## config.mk

```make
export PLATFORM = sky130hd
export DESIGN_NAME = byte_fifo
export DESIGN_NICKNAME = d
export VERILOG_FILES = /design/src/hdl/byte_fifo_pkg.sv /design/src/hdl/byte_store.sv /design/src/hdl/byte_fifo.sv
export SDC_FILE = /design/constraint.sdc
export NUM_CORES = 2
export LEC_CHECK = 0
export BUFFER_PORTS_ARGS = -buffer_cell sky130_fd_sc_hd__clkbuf_2
export CAP_MARGIN = 10
export CORE_MARGIN = 10
export CORE_UTILIZATION = 45
export CTS_BUF_LIST = sky130_fd_sc_hd__clkbuf_16
export CTS_CLUSTER_DIAMETER = 120
export CTS_CLUSTER_SIZE = 12
export DETAILED_ROUTE_END_ITERATION = 7
export PLACE_DENSITY = 0.62
export RECOVER_POWER = 50
export SLEW_MARGIN = 20
export SYNTH_ARGS = -nofsm -noshare
export SYNTH_HDL_FRONTEND = slang
export SYNTH_SLANG_ARGS = --single-unit
```

## constraint.sdc

```tcl
create_clock -name clk -period 4.2 [get_ports clk]
set_input_delay 0.84 -clock clk [delete_from_list [all_inputs] [get_ports clk]]
set_output_delay 0.84 -clock clk [all_outputs]
set_load 0.02 [all_outputs]
```

## src/hdl/byte_fifo_pkg.sv

```systemverilog
// shared constants for the sampled-clock byte fifo
package byte_fifo_pkg;

  // ************************************************************
  // data path
  // ************************************************************
  localparam int          DATA_W        = 8;
  localparam int          DEPTH_DEFAULT = 256;   // 256 to 4096 allowed
  localparam int          DEPTH_MIN     = 256;
  localparam int          DEPTH_MAX     = 4096;
  localparam logic [7:0]  OUT_RESET     = 8'h00;

  // ************************************************************
  // flag reset levels
  // ************************************************************
  localparam logic        FULL_N_RESET  = 1'h1;  // not full
  localparam logic        EMPTY_N_RESET = 1'h0;  // empty

  // ************************************************************
  // pin sampling
  // ************************************************************
  localparam logic        PIN_LOW       = 1'h0;
  localparam logic        PIN_HIGH      = 1'h1;

  // ************************************************************
  // timing
  // ************************************************************
  localparam int          CLK_PERIOD_PS          = 25000;
  localparam int          FLAG_CLOCK_SKEW_MIN_PS = 6000;
  localparam int          FLAG_CLOCK_SKEW_MIN_CYC =
    (FLAG_CLOCK_SKEW_MIN_PS + CLK_PERIOD_PS - 1) / CLK_PERIOD_PS;

endpackage : byte_fifo_pkg

```

## src/hdl/byte_store.sv

```systemverilog
// storage array of the byte fifo with a registered read port
`timescale 1ns/1ps

module byte_store #(
  parameter int DEPTH = byte_fifo_pkg::DEPTH_DEFAULT,
  parameter int AW    = $clog2(DEPTH)
) (
  input  wire logic                              clk,
  input  wire logic                              rst_n,
  input  wire logic                              clear,
  input  wire logic                              wr_en,
  input  wire logic [AW-1:0]                     wr_addr,
  input  wire logic [byte_fifo_pkg::DATA_W-1:0]  wr_data,
  input  wire logic                              rd_en,
  input  wire logic [AW-1:0]                     rd_addr,
  output logic      [byte_fifo_pkg::DATA_W-1:0]  rd_data_reg
);

  // ************************************************************
  // array
  // ************************************************************
  logic [byte_fifo_pkg::DATA_W-1:0] mem [DEPTH];

  // write port, no reset on the array
  always_ff @(posedge clk) begin
    if (wr_en) begin
      mem[wr_addr] <= wr_data;
    end
  end

  // output register: cleared by reset, held unless a read is taken
  always_ff @(posedge clk or negedge rst_n) begin
    if (!rst_n) begin
      rd_data_reg <= byte_fifo_pkg::OUT_RESET;
    end else if (clear) begin
      rd_data_reg <= byte_fifo_pkg::OUT_RESET;
    end else if (rd_en) begin
      rd_data_reg <= mem[rd_addr];
    end
  end

endmodule : byte_store

```

## src/hdl/byte_fifo.sv

```systemverilog
// byte fifo with separate write and read clock pins, sampled on clk
`timescale 1ns/1ps

module byte_fifo #(
  parameter int DEPTH = byte_fifo_pkg::DEPTH_DEFAULT
) (
  input  wire logic                              clk,
  input  wire logic                              arst_n,
  input  wire logic                              master_reset_n,
  input  wire logic                              write_clock,
  input  wire logic                              write_enable_n,
  input  wire logic [byte_fifo_pkg::DATA_W-1:0]  data_in,
  input  wire logic                              read_clock,
  input  wire logic                              read_enable_n,
  input  wire logic                              output_enable_n,
  output logic      [byte_fifo_pkg::DATA_W-1:0]  data_out,
  output logic                                   data_out_en,
  output logic                                   full_n,
  output logic                                   empty_n
);

  // ************************************************************
  // sizes
  // ************************************************************
  localparam int AW  = $clog2(DEPTH);
  localparam int PW  = AW + 1;
  localparam int DW  = byte_fifo_pkg::DATA_W;
  localparam int NP  = DW + 6;           // sampled pin count

  // pointer with its wrap bit on top
  typedef logic [PW-1:0] ptr_t;

  // binary to gray, used on both sides
  function automatic ptr_t to_gray(input ptr_t b);
    to_gray = b ^ (b >> 1);
  endfunction : to_gray

  // ************************************************************
  // reset release
  // ************************************************************
  // first flop and released copy of the system reset
  logic rst_s1_reg;
  logic rst_n_reg;

  // async assert, two-flop release
  always_ff @(posedge clk or negedge arst_n) begin
    if (!arst_n) begin
      rst_s1_reg <= byte_fifo_pkg::PIN_LOW;
      rst_n_reg  <= byte_fifo_pkg::PIN_LOW;
    end else begin
      rst_s1_reg <= byte_fifo_pkg::PIN_HIGH;
      rst_n_reg  <= rst_s1_reg;
    end
  end

  // ************************************************************
  // pin sampling
  // ************************************************************
  // idle levels the samplers reset to, so no false clock rise follows reset
  localparam logic [NP-1:0] PIN_RST = {byte_fifo_pkg::PIN_LOW, byte_fifo_pkg::PIN_LOW,
                                       byte_fifo_pkg::PIN_HIGH, byte_fifo_pkg::PIN_LOW,
                                       byte_fifo_pkg::PIN_HIGH, byte_fifo_pkg::PIN_HIGH,
                                       byte_fifo_pkg::OUT_RESET};

  logic [NP-1:0] pin_raw;
  logic [NP-1:0] pin_s1_reg;
  logic [NP-1:0] pin_s2_reg;

  assign pin_raw = {master_reset_n, write_clock, write_enable_n,
                    read_clock, read_enable_n, output_enable_n, data_in};

  // two flops per pin, one generate slice each
  genvar gi;
  generate
    for (gi = 0; gi < NP; gi++) begin : g_pin
      always_ff @(posedge clk or negedge rst_n_reg) begin
        if (!rst_n_reg) begin
          pin_s1_reg[gi] <= PIN_RST[gi];
          pin_s2_reg[gi] <= PIN_RST[gi];
        end else begin
          pin_s1_reg[gi] <= pin_raw[gi];
          pin_s2_reg[gi] <= pin_s1_reg[gi];
        end
      end
    end
  endgenerate

  logic          mrst_n_s;
  logic          wclk_s;
  logic          wen_n_s;
  logic          rclk_s;
  logic          ren_n_s;
  logic          oe_n_s;
  logic [DW-1:0] din_s;

  // second-flop copies are the only taps of the samplers
  assign {mrst_n_s, wclk_s, wen_n_s, rclk_s, ren_n_s, oe_n_s, din_s} = pin_s2_reg;

  // ************************************************************
  // clock edge detection
  // ************************************************************
  // delayed clock levels and one-cycle rise strobes
  logic wclk_d_reg;
  logic rclk_d_reg;
  logic clear;
  logic w_edge;
  logic r_edge;

  // previous clock levels; free-running clocks during reset are harmless
  always_ff @(posedge clk or negedge rst_n_reg) begin
    if (!rst_n_reg) begin
      wclk_d_reg <= byte_fifo_pkg::PIN_LOW;
      rclk_d_reg <= byte_fifo_pkg::PIN_LOW;
    end else begin
      wclk_d_reg <= wclk_s;
      rclk_d_reg <= rclk_s;
    end
  end

  // master reset level and rise strobes
  assign clear  = ~mrst_n_s;
  assign w_edge = wclk_s & ~wclk_d_reg;
  assign r_edge = rclk_s & ~rclk_d_reg;

  // ************************************************************
  // write side
  // ************************************************************
  ptr_t wr_bin_reg;
  ptr_t wr_gray_reg;
  ptr_t rq1_reg;
  ptr_t rq2_reg;
  logic full_n_reg;
  logic do_write;
  ptr_t wr_bin_next;
  ptr_t wr_gray_next;
  ptr_t full_mark;
  // read pointer declared early: its gray copy feeds the write-side sampler
  ptr_t rd_bin_reg;
  ptr_t rd_gray_reg;

  // write taken on a sampled rise with enable low and room left
  assign do_write     = w_edge & ~wen_n_s & full_n_reg;
  assign wr_bin_next  = do_write ? ptr_t'(wr_bin_reg + 1'b1) : wr_bin_reg;
  assign wr_gray_next = to_gray(wr_bin_next);
  // full when the write pointer laps the read pointer by depth
  assign full_mark    = {~rq2_reg[PW-1:PW-2], rq2_reg[PW-3:0]};

  // read pointer into the write side, two flops
  always_ff @(posedge clk or negedge rst_n_reg) begin
    if (!rst_n_reg) begin
      rq1_reg <= '0;
      rq2_reg <= '0;
    end else if (clear) begin
      rq1_reg <= '0;
      rq2_reg <= '0;
    end else begin
      rq1_reg <= rd_gray_reg;
      rq2_reg <= rq1_reg;
    end
  end

  // write pointer, advanced only on accepted writes
  always_ff @(posedge clk or negedge rst_n_reg) begin
    if (!rst_n_reg) begin
      wr_bin_reg  <= '0;
      wr_gray_reg <= '0;
    end else if (clear) begin
      wr_bin_reg  <= '0;
      wr_gray_reg <= '0;
    end else if (do_write) begin
      wr_bin_reg  <= wr_bin_next;
      wr_gray_reg <= wr_gray_next;
    end
  end

  // full flag, re-evaluated only at write-clock rises
  always_ff @(posedge clk or negedge rst_n_reg) begin
    if (!rst_n_reg) begin
      full_n_reg <= byte_fifo_pkg::FULL_N_RESET;
    end else if (clear) begin
      full_n_reg <= byte_fifo_pkg::FULL_N_RESET;
    end else if (w_edge) begin
      full_n_reg <= ~(wr_gray_next == full_mark);
    end
  end

  // ************************************************************
  // read side
  // ************************************************************
  ptr_t wq1_reg;
  ptr_t wq2_reg;
  logic empty_n_reg;
  logic do_read;
  ptr_t rd_bin_next;
  ptr_t rd_gray_next;

  // read taken on a sampled rise with enable low and data present
  assign do_read      = r_edge & ~ren_n_s & empty_n_reg;
  assign rd_bin_next  = do_read ? ptr_t'(rd_bin_reg + 1'b1) : rd_bin_reg;
  assign rd_gray_next = to_gray(rd_bin_next);

  // write pointer into the read side, two flops
  always_ff @(posedge clk or negedge rst_n_reg) begin
    if (!rst_n_reg) begin
      wq1_reg <= '0;
      wq2_reg <= '0;
    end else if (clear) begin
      wq1_reg <= '0;
      wq2_reg <= '0;
    end else begin
      wq1_reg <= wr_gray_reg;
      wq2_reg <= wq1_reg;
    end
  end

  // read pointer, advanced only on accepted reads
  always_ff @(posedge clk or negedge rst_n_reg) begin
    if (!rst_n_reg) begin
      rd_bin_reg  <= '0;
      rd_gray_reg <= '0;
    end else if (clear) begin
      rd_bin_reg  <= '0;
      rd_gray_reg <= '0;
    end else if (do_read) begin
      rd_bin_reg  <= rd_bin_next;
      rd_gray_reg <= rd_gray_next;
    end
  end

  // empty flag, re-evaluated only at read-clock rises
  always_ff @(posedge clk or negedge rst_n_reg) begin
    if (!rst_n_reg) begin
      empty_n_reg <= byte_fifo_pkg::EMPTY_N_RESET;
    end else if (clear) begin
      empty_n_reg <= byte_fifo_pkg::EMPTY_N_RESET;
    end else if (r_edge) begin
      empty_n_reg <= ~(rd_gray_next == wq2_reg);
    end
  end

  // ************************************************************
  // storage and output register
  // ************************************************************
  // array follows accepted writes, reads load the output register
  byte_store #(
    .DEPTH (DEPTH),
    .AW    (AW)
  ) u_store (
    .clk         (clk),
    .rst_n       (rst_n_reg),
    .clear       (clear),
    .wr_en       (do_write),
    .wr_addr     (wr_bin_reg[AW-1:0]),
    .wr_data     (din_s),
    .rd_en       (do_read),
    .rd_addr     (rd_bin_reg[AW-1:0]),
    .rd_data_reg (data_out)
  );

  // ************************************************************
  // output enable
  // ************************************************************
  // registered drive enable
  logic oe_reg;

  // drive enable follows the sampled output enable pin
  always_ff @(posedge clk or negedge rst_n_reg) begin
    if (!rst_n_reg) begin
      oe_reg <= byte_fifo_pkg::PIN_LOW;
    end else begin
      oe_reg <= ~oe_n_s;
    end
  end

  // outputs straight from their flops
  assign data_out_en = oe_reg;
  assign full_n      = full_n_reg;
  assign empty_n     = empty_n_reg;

endmodule : byte_fifo

```

# Word level (Yosys, flattened, before mapping)
# Memories as Yosys holds them, arrays and structs flattened.
# Index checks and enable logic that the tools add are counted.
# W data, S select, Z words.
[word_totals]
regBits = 115
ramBits = 2048
in_bits = 16
output_inout_bits = 11
word_cells = 91
n_memories = 1
[classes]
addsub = 2
n_eq_ne = 6
n_mux = 22
n_bitwise = 16
[memory_table]
columns = ["memory", "words", "width", "rd", "rd_ports_with_merged_regs", "wr", "line_no", "rtl"]
rows = [
  ["u_store.mem", 256, 8, 1, 0, 1, "byte_store.sv:22", "logic [byte_fifo_pkg::DATA_W-1:0] mem [DEPTH];"],
]
[op_table]
columns = ["op", "n"]
rows = [
  ["$mux W9", 14],
  ["$add A9 B1 Y9 const B", 2],
  ["$eq A9 B9 Y1", 2],
  ["$xor A9 B8 Y9", 2],
  ["$mux W8", 2],
  ["$ne A2 B1 Y1 const B", 4],
  ["$not A1 Y1", 7],
  ["$and A1 B1 Y1", 6],
  ["$mux W1", 6],
  ["$not A2 Y2", 1],
]

# Depth between registers and ports, before layout
[depth]
ltp_word = 10
depth_mapped = 14
ltp_nobuf = 8

# By module
# A second synthesis with hierarchy kept.
[hier_totals]
hier_cells = 4234
hier_area_um2 = 84850.1
[modules_own_cells]
columns = ["mod", "instances", "cells_each", "area_per_inst_um2", "seq_area_each_um2"]
rows = [
  ["byte_store", 1, 3851, 80259.5, 61699.2],
  ["byte_fifo", 1, 383, 4590.7, 2636.3],
]

# Least setup slack after synthesis
# Ideal clock, no wire load.
[synth_path]
kind = "register to register"
start = "register pin_s2_reg[0] (netlist: din_s[0])"
end = "memory u_store.mem[0][0] in the netlist's numbering, data pin"
setup_ps = 801
t_arrival_ps = 3169
required_ps = 3399
setup_slack_ps = 231
path_stages_with_launch = 1
path_buffers = 0
period_less_slack_ps = 3969
path_cell_list = "dfrtp_1"
[synth_lines]
columns = ["element", "line_no", "rtl"]
rows = [
  ["start, declared", "byte_fifo.sv:67", "logic [NP-1:0] pin_s2_reg;"],
  ["start signal, assigned by index", "byte_fifo.sv:79", "pin_s2_reg[gi] <= PIN_RST[gi];"],
  ["start signal, assigned by index", "byte_fifo.sv:82", "pin_s2_reg[gi] <= pin_s1_reg[gi];"],
  ["end, declared", "byte_store.sv:22", ""],
]
# Straight into the memory's write port.

# Worst setup path in the final report
[layout_path]
start = "register rclk_d_reg"
end = "register u_store.rd_data_reg[3] in the netlist's numbering"
[layout_between]
elab_chain_cells = 5
[layout_rtl]
columns = ["element", "line_no", "rtl"]
rows = [
  ["start, declared", "byte_fifo.sv:104", "logic rclk_d_reg;"],
  ["start signal, assigned", "byte_fifo.sv:113", "rclk_d_reg <= byte_fifo_pkg::PIN_LOW;"],
  ["start signal, assigned", "byte_fifo.sv:116", "rclk_d_reg <= rclk_s;"],
  ["$not A1 Y1", "byte_fifo.sv:123", "assign r_edge = rclk_s & ~rclk_d_reg;"],
  ["$and A1 B1 Y1", "byte_fifo.sv:123", ""],
  ["$and A1 B1 Y1 (2 in a row)", "byte_fifo.sv:198", "assign do_read = r_edge & ~ren_n_s & empty_n_reg;"],
  ["$ne A2 B1 Y1 (no line)", "--", ""],
  ["end signal, assigned", "byte_store.sv:34", "rd_data_reg <= byte_fifo_pkg::OUT_RESET;"],
  ["end signal, assigned", "byte_store.sv:36", "rd_data_reg <= byte_fifo_pkg::OUT_RESET;"],
  ["end signal, assigned", "byte_store.sv:38", "rd_data_reg <= mem[rd_addr];"],
  ["end, declared", "byte_store.sv:16", "output logic [byte_fifo_pkg::DATA_W-1:0] rd_data_reg"],
]
# No other way between the ends.
# A chain may end at the register's enable or synchronous reset.

==> summary.md <==
| Metric | Value |
|---|---|
| Reg2reg start | `rclk_d_reg$_DFF_PN0_` |
| Hold Path Class | `primary input to register` |
| Critical Path Sink | `u_store.rd_data_reg[3]$_DFFE_PN0P_` |
| Synthesized Nets | `4078` |
| Vias in the first global route | `42600` |
| Unrepaired setup endpoints after global routing | `no` |
| # port buffers | `26` |
| Die height | `453 um` |
| Die ar. | `0.205 mm2` |
| Clock Latency Late Sink | `840 ps` |
| Area added between synthesis and finish | `12.5%` |
| Seq/Total Area, Yosys | `76.3%` |
| Arr. time, crit path | `4930 ps` |
| Sink Count | `2161` |
| Die Span X | `453 um` |
| Clock skew | `40.0 ps` |
| Setup TNS | `0 ps` |
| First-pass GRT wire length | `320 mm` |
| Syn. warnings | `0` |
| Yosys cell types | `68` |
| Fmax | `0.239 GHz` |
| Vias | `42400` |
| Total gr overflow | `0` |
| Max Cap Viol | `15` |
| Global Route Usage Sum | `21.6%` |
| Fin crit share | `99.8%` |
| Mapped Area | `0.0843 mm2` |
| Nature of the critical path endpoint | `register` |
| Final WL | `223 mm` |
| Data required, critical path | `4940 ps` |
| Final hold vios | `0` |
| DRC | `0` |
| Crit-path cells | `nor4bb_4, clkbuf_1, and2_1, nand2_1, o41ai_1, a211oi_1, buf_4, o32ai_1` |
| Yosys reg bits | `2161` |
| Reg-to-reg endpoint | `u_store.rd_data_reg[3]$_DFFE_PN0P_` |
| Share of layout cells above drive strength 1 | `25.8%` |
| Top post-synthesis cells by area | `edfxtp_1 73%, mux4_2 13%, dfrtp_1 3.1%` |
| R2R Setup Slk | `7 ps` |
| # H-tree levels | `4` |
| Max FFs per register | `2048` |
| Antenna violations before repair | `7` |
| Hold_ws | `88.2 ps` |
| Critical path fanouts, max | `27` |
| Syn Inst Count | `4056` |
| Ys flop type | `edfxtp_1` |
| Max-slew headroom | `-124%` |
| Detail Placement HPWL | `138 mm` |
| Via/cell ratio | `6.08` |
| Worst path max stage delay | `1110 ps` |
| Power Density | `428 mW/mm2` |
| Total core area | `0.186 mm2` |
| Fraction of registers with async set/reset | `5.23%` |
| Root buf cell | `clkbuf_16` |
| Status | `complete, but fails checks` |
| Failing checks | `max-capacitance violations, max-slew violations` |
| Largest net degree at the start of global routing | `125` |
| Post-synth EDFFs | `2048` |
| Crit path from | `rclk_d_reg$_DFF_PN0_` |
| Total power | `40600 uW` |
| Post-CTS Resized | `0` |
| R2r worst-path depth | `8` |
| Clk pin slew, worst setup/hold paths | `60 ps` |
| Worst slew pin tran | `3360 ps` |
| Nets | `4423` |
| Initial Utilization | `45.3%` |
| Io pins | `27` |
| CTS tree | `yes` |
| Mean post-synth cell area | `20.8 um2` |
| Post-synth top area cell | `edfxtp_1` |
| DRT iter0 DRCs | `5744` |
| Post-route ant nets | `0` |
| Slowest CP cell | `clkbuf_1` |
| VDD IR-drop max | `0.435 mV` |
| DR WL/cell | `32.0 um` |
| P_leak | `0.0298 uW` |
| Num CTS Buffers | `199` |
| Top cell type's share of synthesized area | `73.0%` |
| Slew Limit Fails | `975` |
| Num rows | `158` |
| Setup crit start kind | `register` |
| CTS Buffer Depth | `3` |
| Final setup fails | `0` |
| Routability cong. | `0.866` |
| CP Class | `register to register` |
| DRT Pass-1 Iters | `6` |
| Final Critical Period | `4190 ps` |
stage by stage:
| stage | cell area, um2 | setup WS, ps | util (%) | std cells |
|---|---|---|---|---|
| floorplan | 84300 | 231 | - | 4056 |
| global placement | 89400 | 258 | 48.1 | 6679 |
| detailed placement | 89400 | 280 | 48.1 | 6679 |
| CTS | 95000 | 254 | 51.1 | 6971 |
| global route | 94800 | 91.1 | 51.0 | 6972 |
| finish | 94800 | 7.50 | 51.0 | 6976 |
how the worst min path moves through the flow:
stage,start,end,depth (start not counted)
3_5_place_dp,rst_n_reg$_DFF_PN0_,data_out_en$_DFF_PN0_,0
5_1_grt,write_enable_n,pin_s1_reg[11]$_DFF_PN1_,1
2_1_floorplan,pin_s1_reg[0]$_DFF_PN0_,din_s[0]$_DFF_PN0_,0
4_1_cts,write_enable_n,pin_s1_reg[11]$_DFF_PN1_,1
6_report,read_enable_n,pin_s1_reg[9]$_DFF_PN1_,1
3_3_place_gp,rst_n_reg$_DFF_PN0_,data_out_en$_DFF_PN0_,0
logic make-up after synthesis:
family,Yosys count,synth area share [%]
and+or+nand+nor,603,3.15
other,1,0.00445
xor gates and xnor gates,53,0.551
buffers and inverters,258,1.84
adders and majority gates,6,0.0891
AOI/OAI and AO/OA,291,2.43
DFF,2161,76.3
muxes,683,15.6
placed cells by master (no fill, tap or decap), types with 7 or more instances in the layout:
cell type and n:
edfxtp_1 2048, mux4_2 502, nor2_1 322, buf_4 309
clkbuf_16 202, mux2i_1 172, nand2_1 112, dfrtp_1 100
inv_1 78, a21oi_1 47, a22oi_1 46, clkbuf_2 40
nand3_1 39, xnor2_1 32, buf_12 31, o21ai_0 29
a211oi_1 28, o22ai_1 26, and2_1 22, xor2_1 21
o221ai_1 19, and2_0 17, a221oi_1 16, o211ai_1 16
nor2b_1 14, nor3_1 13, nand4_1 11, a31oi_1 11
o2111ai_1 9, mux2_2 9, nand3_2 8, or3_1 7
clkinv_8 7, dfstp_2 7, clkbuf_1 7
final cells by class:
cell class	count	area, um2
multi-input cells	1637	18500
flip-flops and latches	2161	64400
inverters	9	41.3
clock buffers	202	5050
well taps	2480	3100
repair buffers	393	3210
fillers	14700	91000
diodes	5	12.5
clock inverters	89	541
synthesized netlist by cell type, types with 17 or more instances:
cell,instances
o21ai_0,29
o221ai_1,19
and2_1,40
buf_6,30
dfrtp_1,106
clkbuf_1,107
xor2_1,21
buf_2,55
a21oi_1,47
o22ai_1,26
mux2i_1,172
nand2_1,112
nor2b_1,17
nor2_1,325
a211oi_1,28
a22oi_1,46
edfxtp_1,2048
xnor2_1,32
nand3_1,47
buf_1,22
buf_4,19
mux4_2,502
worst max-delay path: cells and delay by family, from the launching register on:
family                 cells  cell delay [ps]
AOI/OAI and AO/OA          3             1280
buffers and inverters      2             1340
DFF                        1              410
and+or+nand+nor            3             1030
routing by layer:
layer / part of all wire [%] / up-vias / track usage [%]
met4: 3.9 / 0 / 7.82
met3: 8.7 / 425 / 4.31
met1: 41 / 22700 / 30.6
met5: 0 / - / 0
met2: 47 / 2066 / 33.3
li1: - / 17300 / -
timing repair:
item | in CTS | in global routing
endpoints found under the setup margin | 0 | 0
setup buffers | 0 | 0
hold endpoints to repair | 2 | 0
hold buffers | 1 | 0
where the power goes:
group | internal, uW | total (uW) | switching, uW
registers | 23600 | 23700 | 101
logic | 153 | 590 | 437
clock network | 8640 | 16300 | 7660
total | 32400 | 40600 | 8200
No activity file was read; power rests on OpenSTA's default activity.
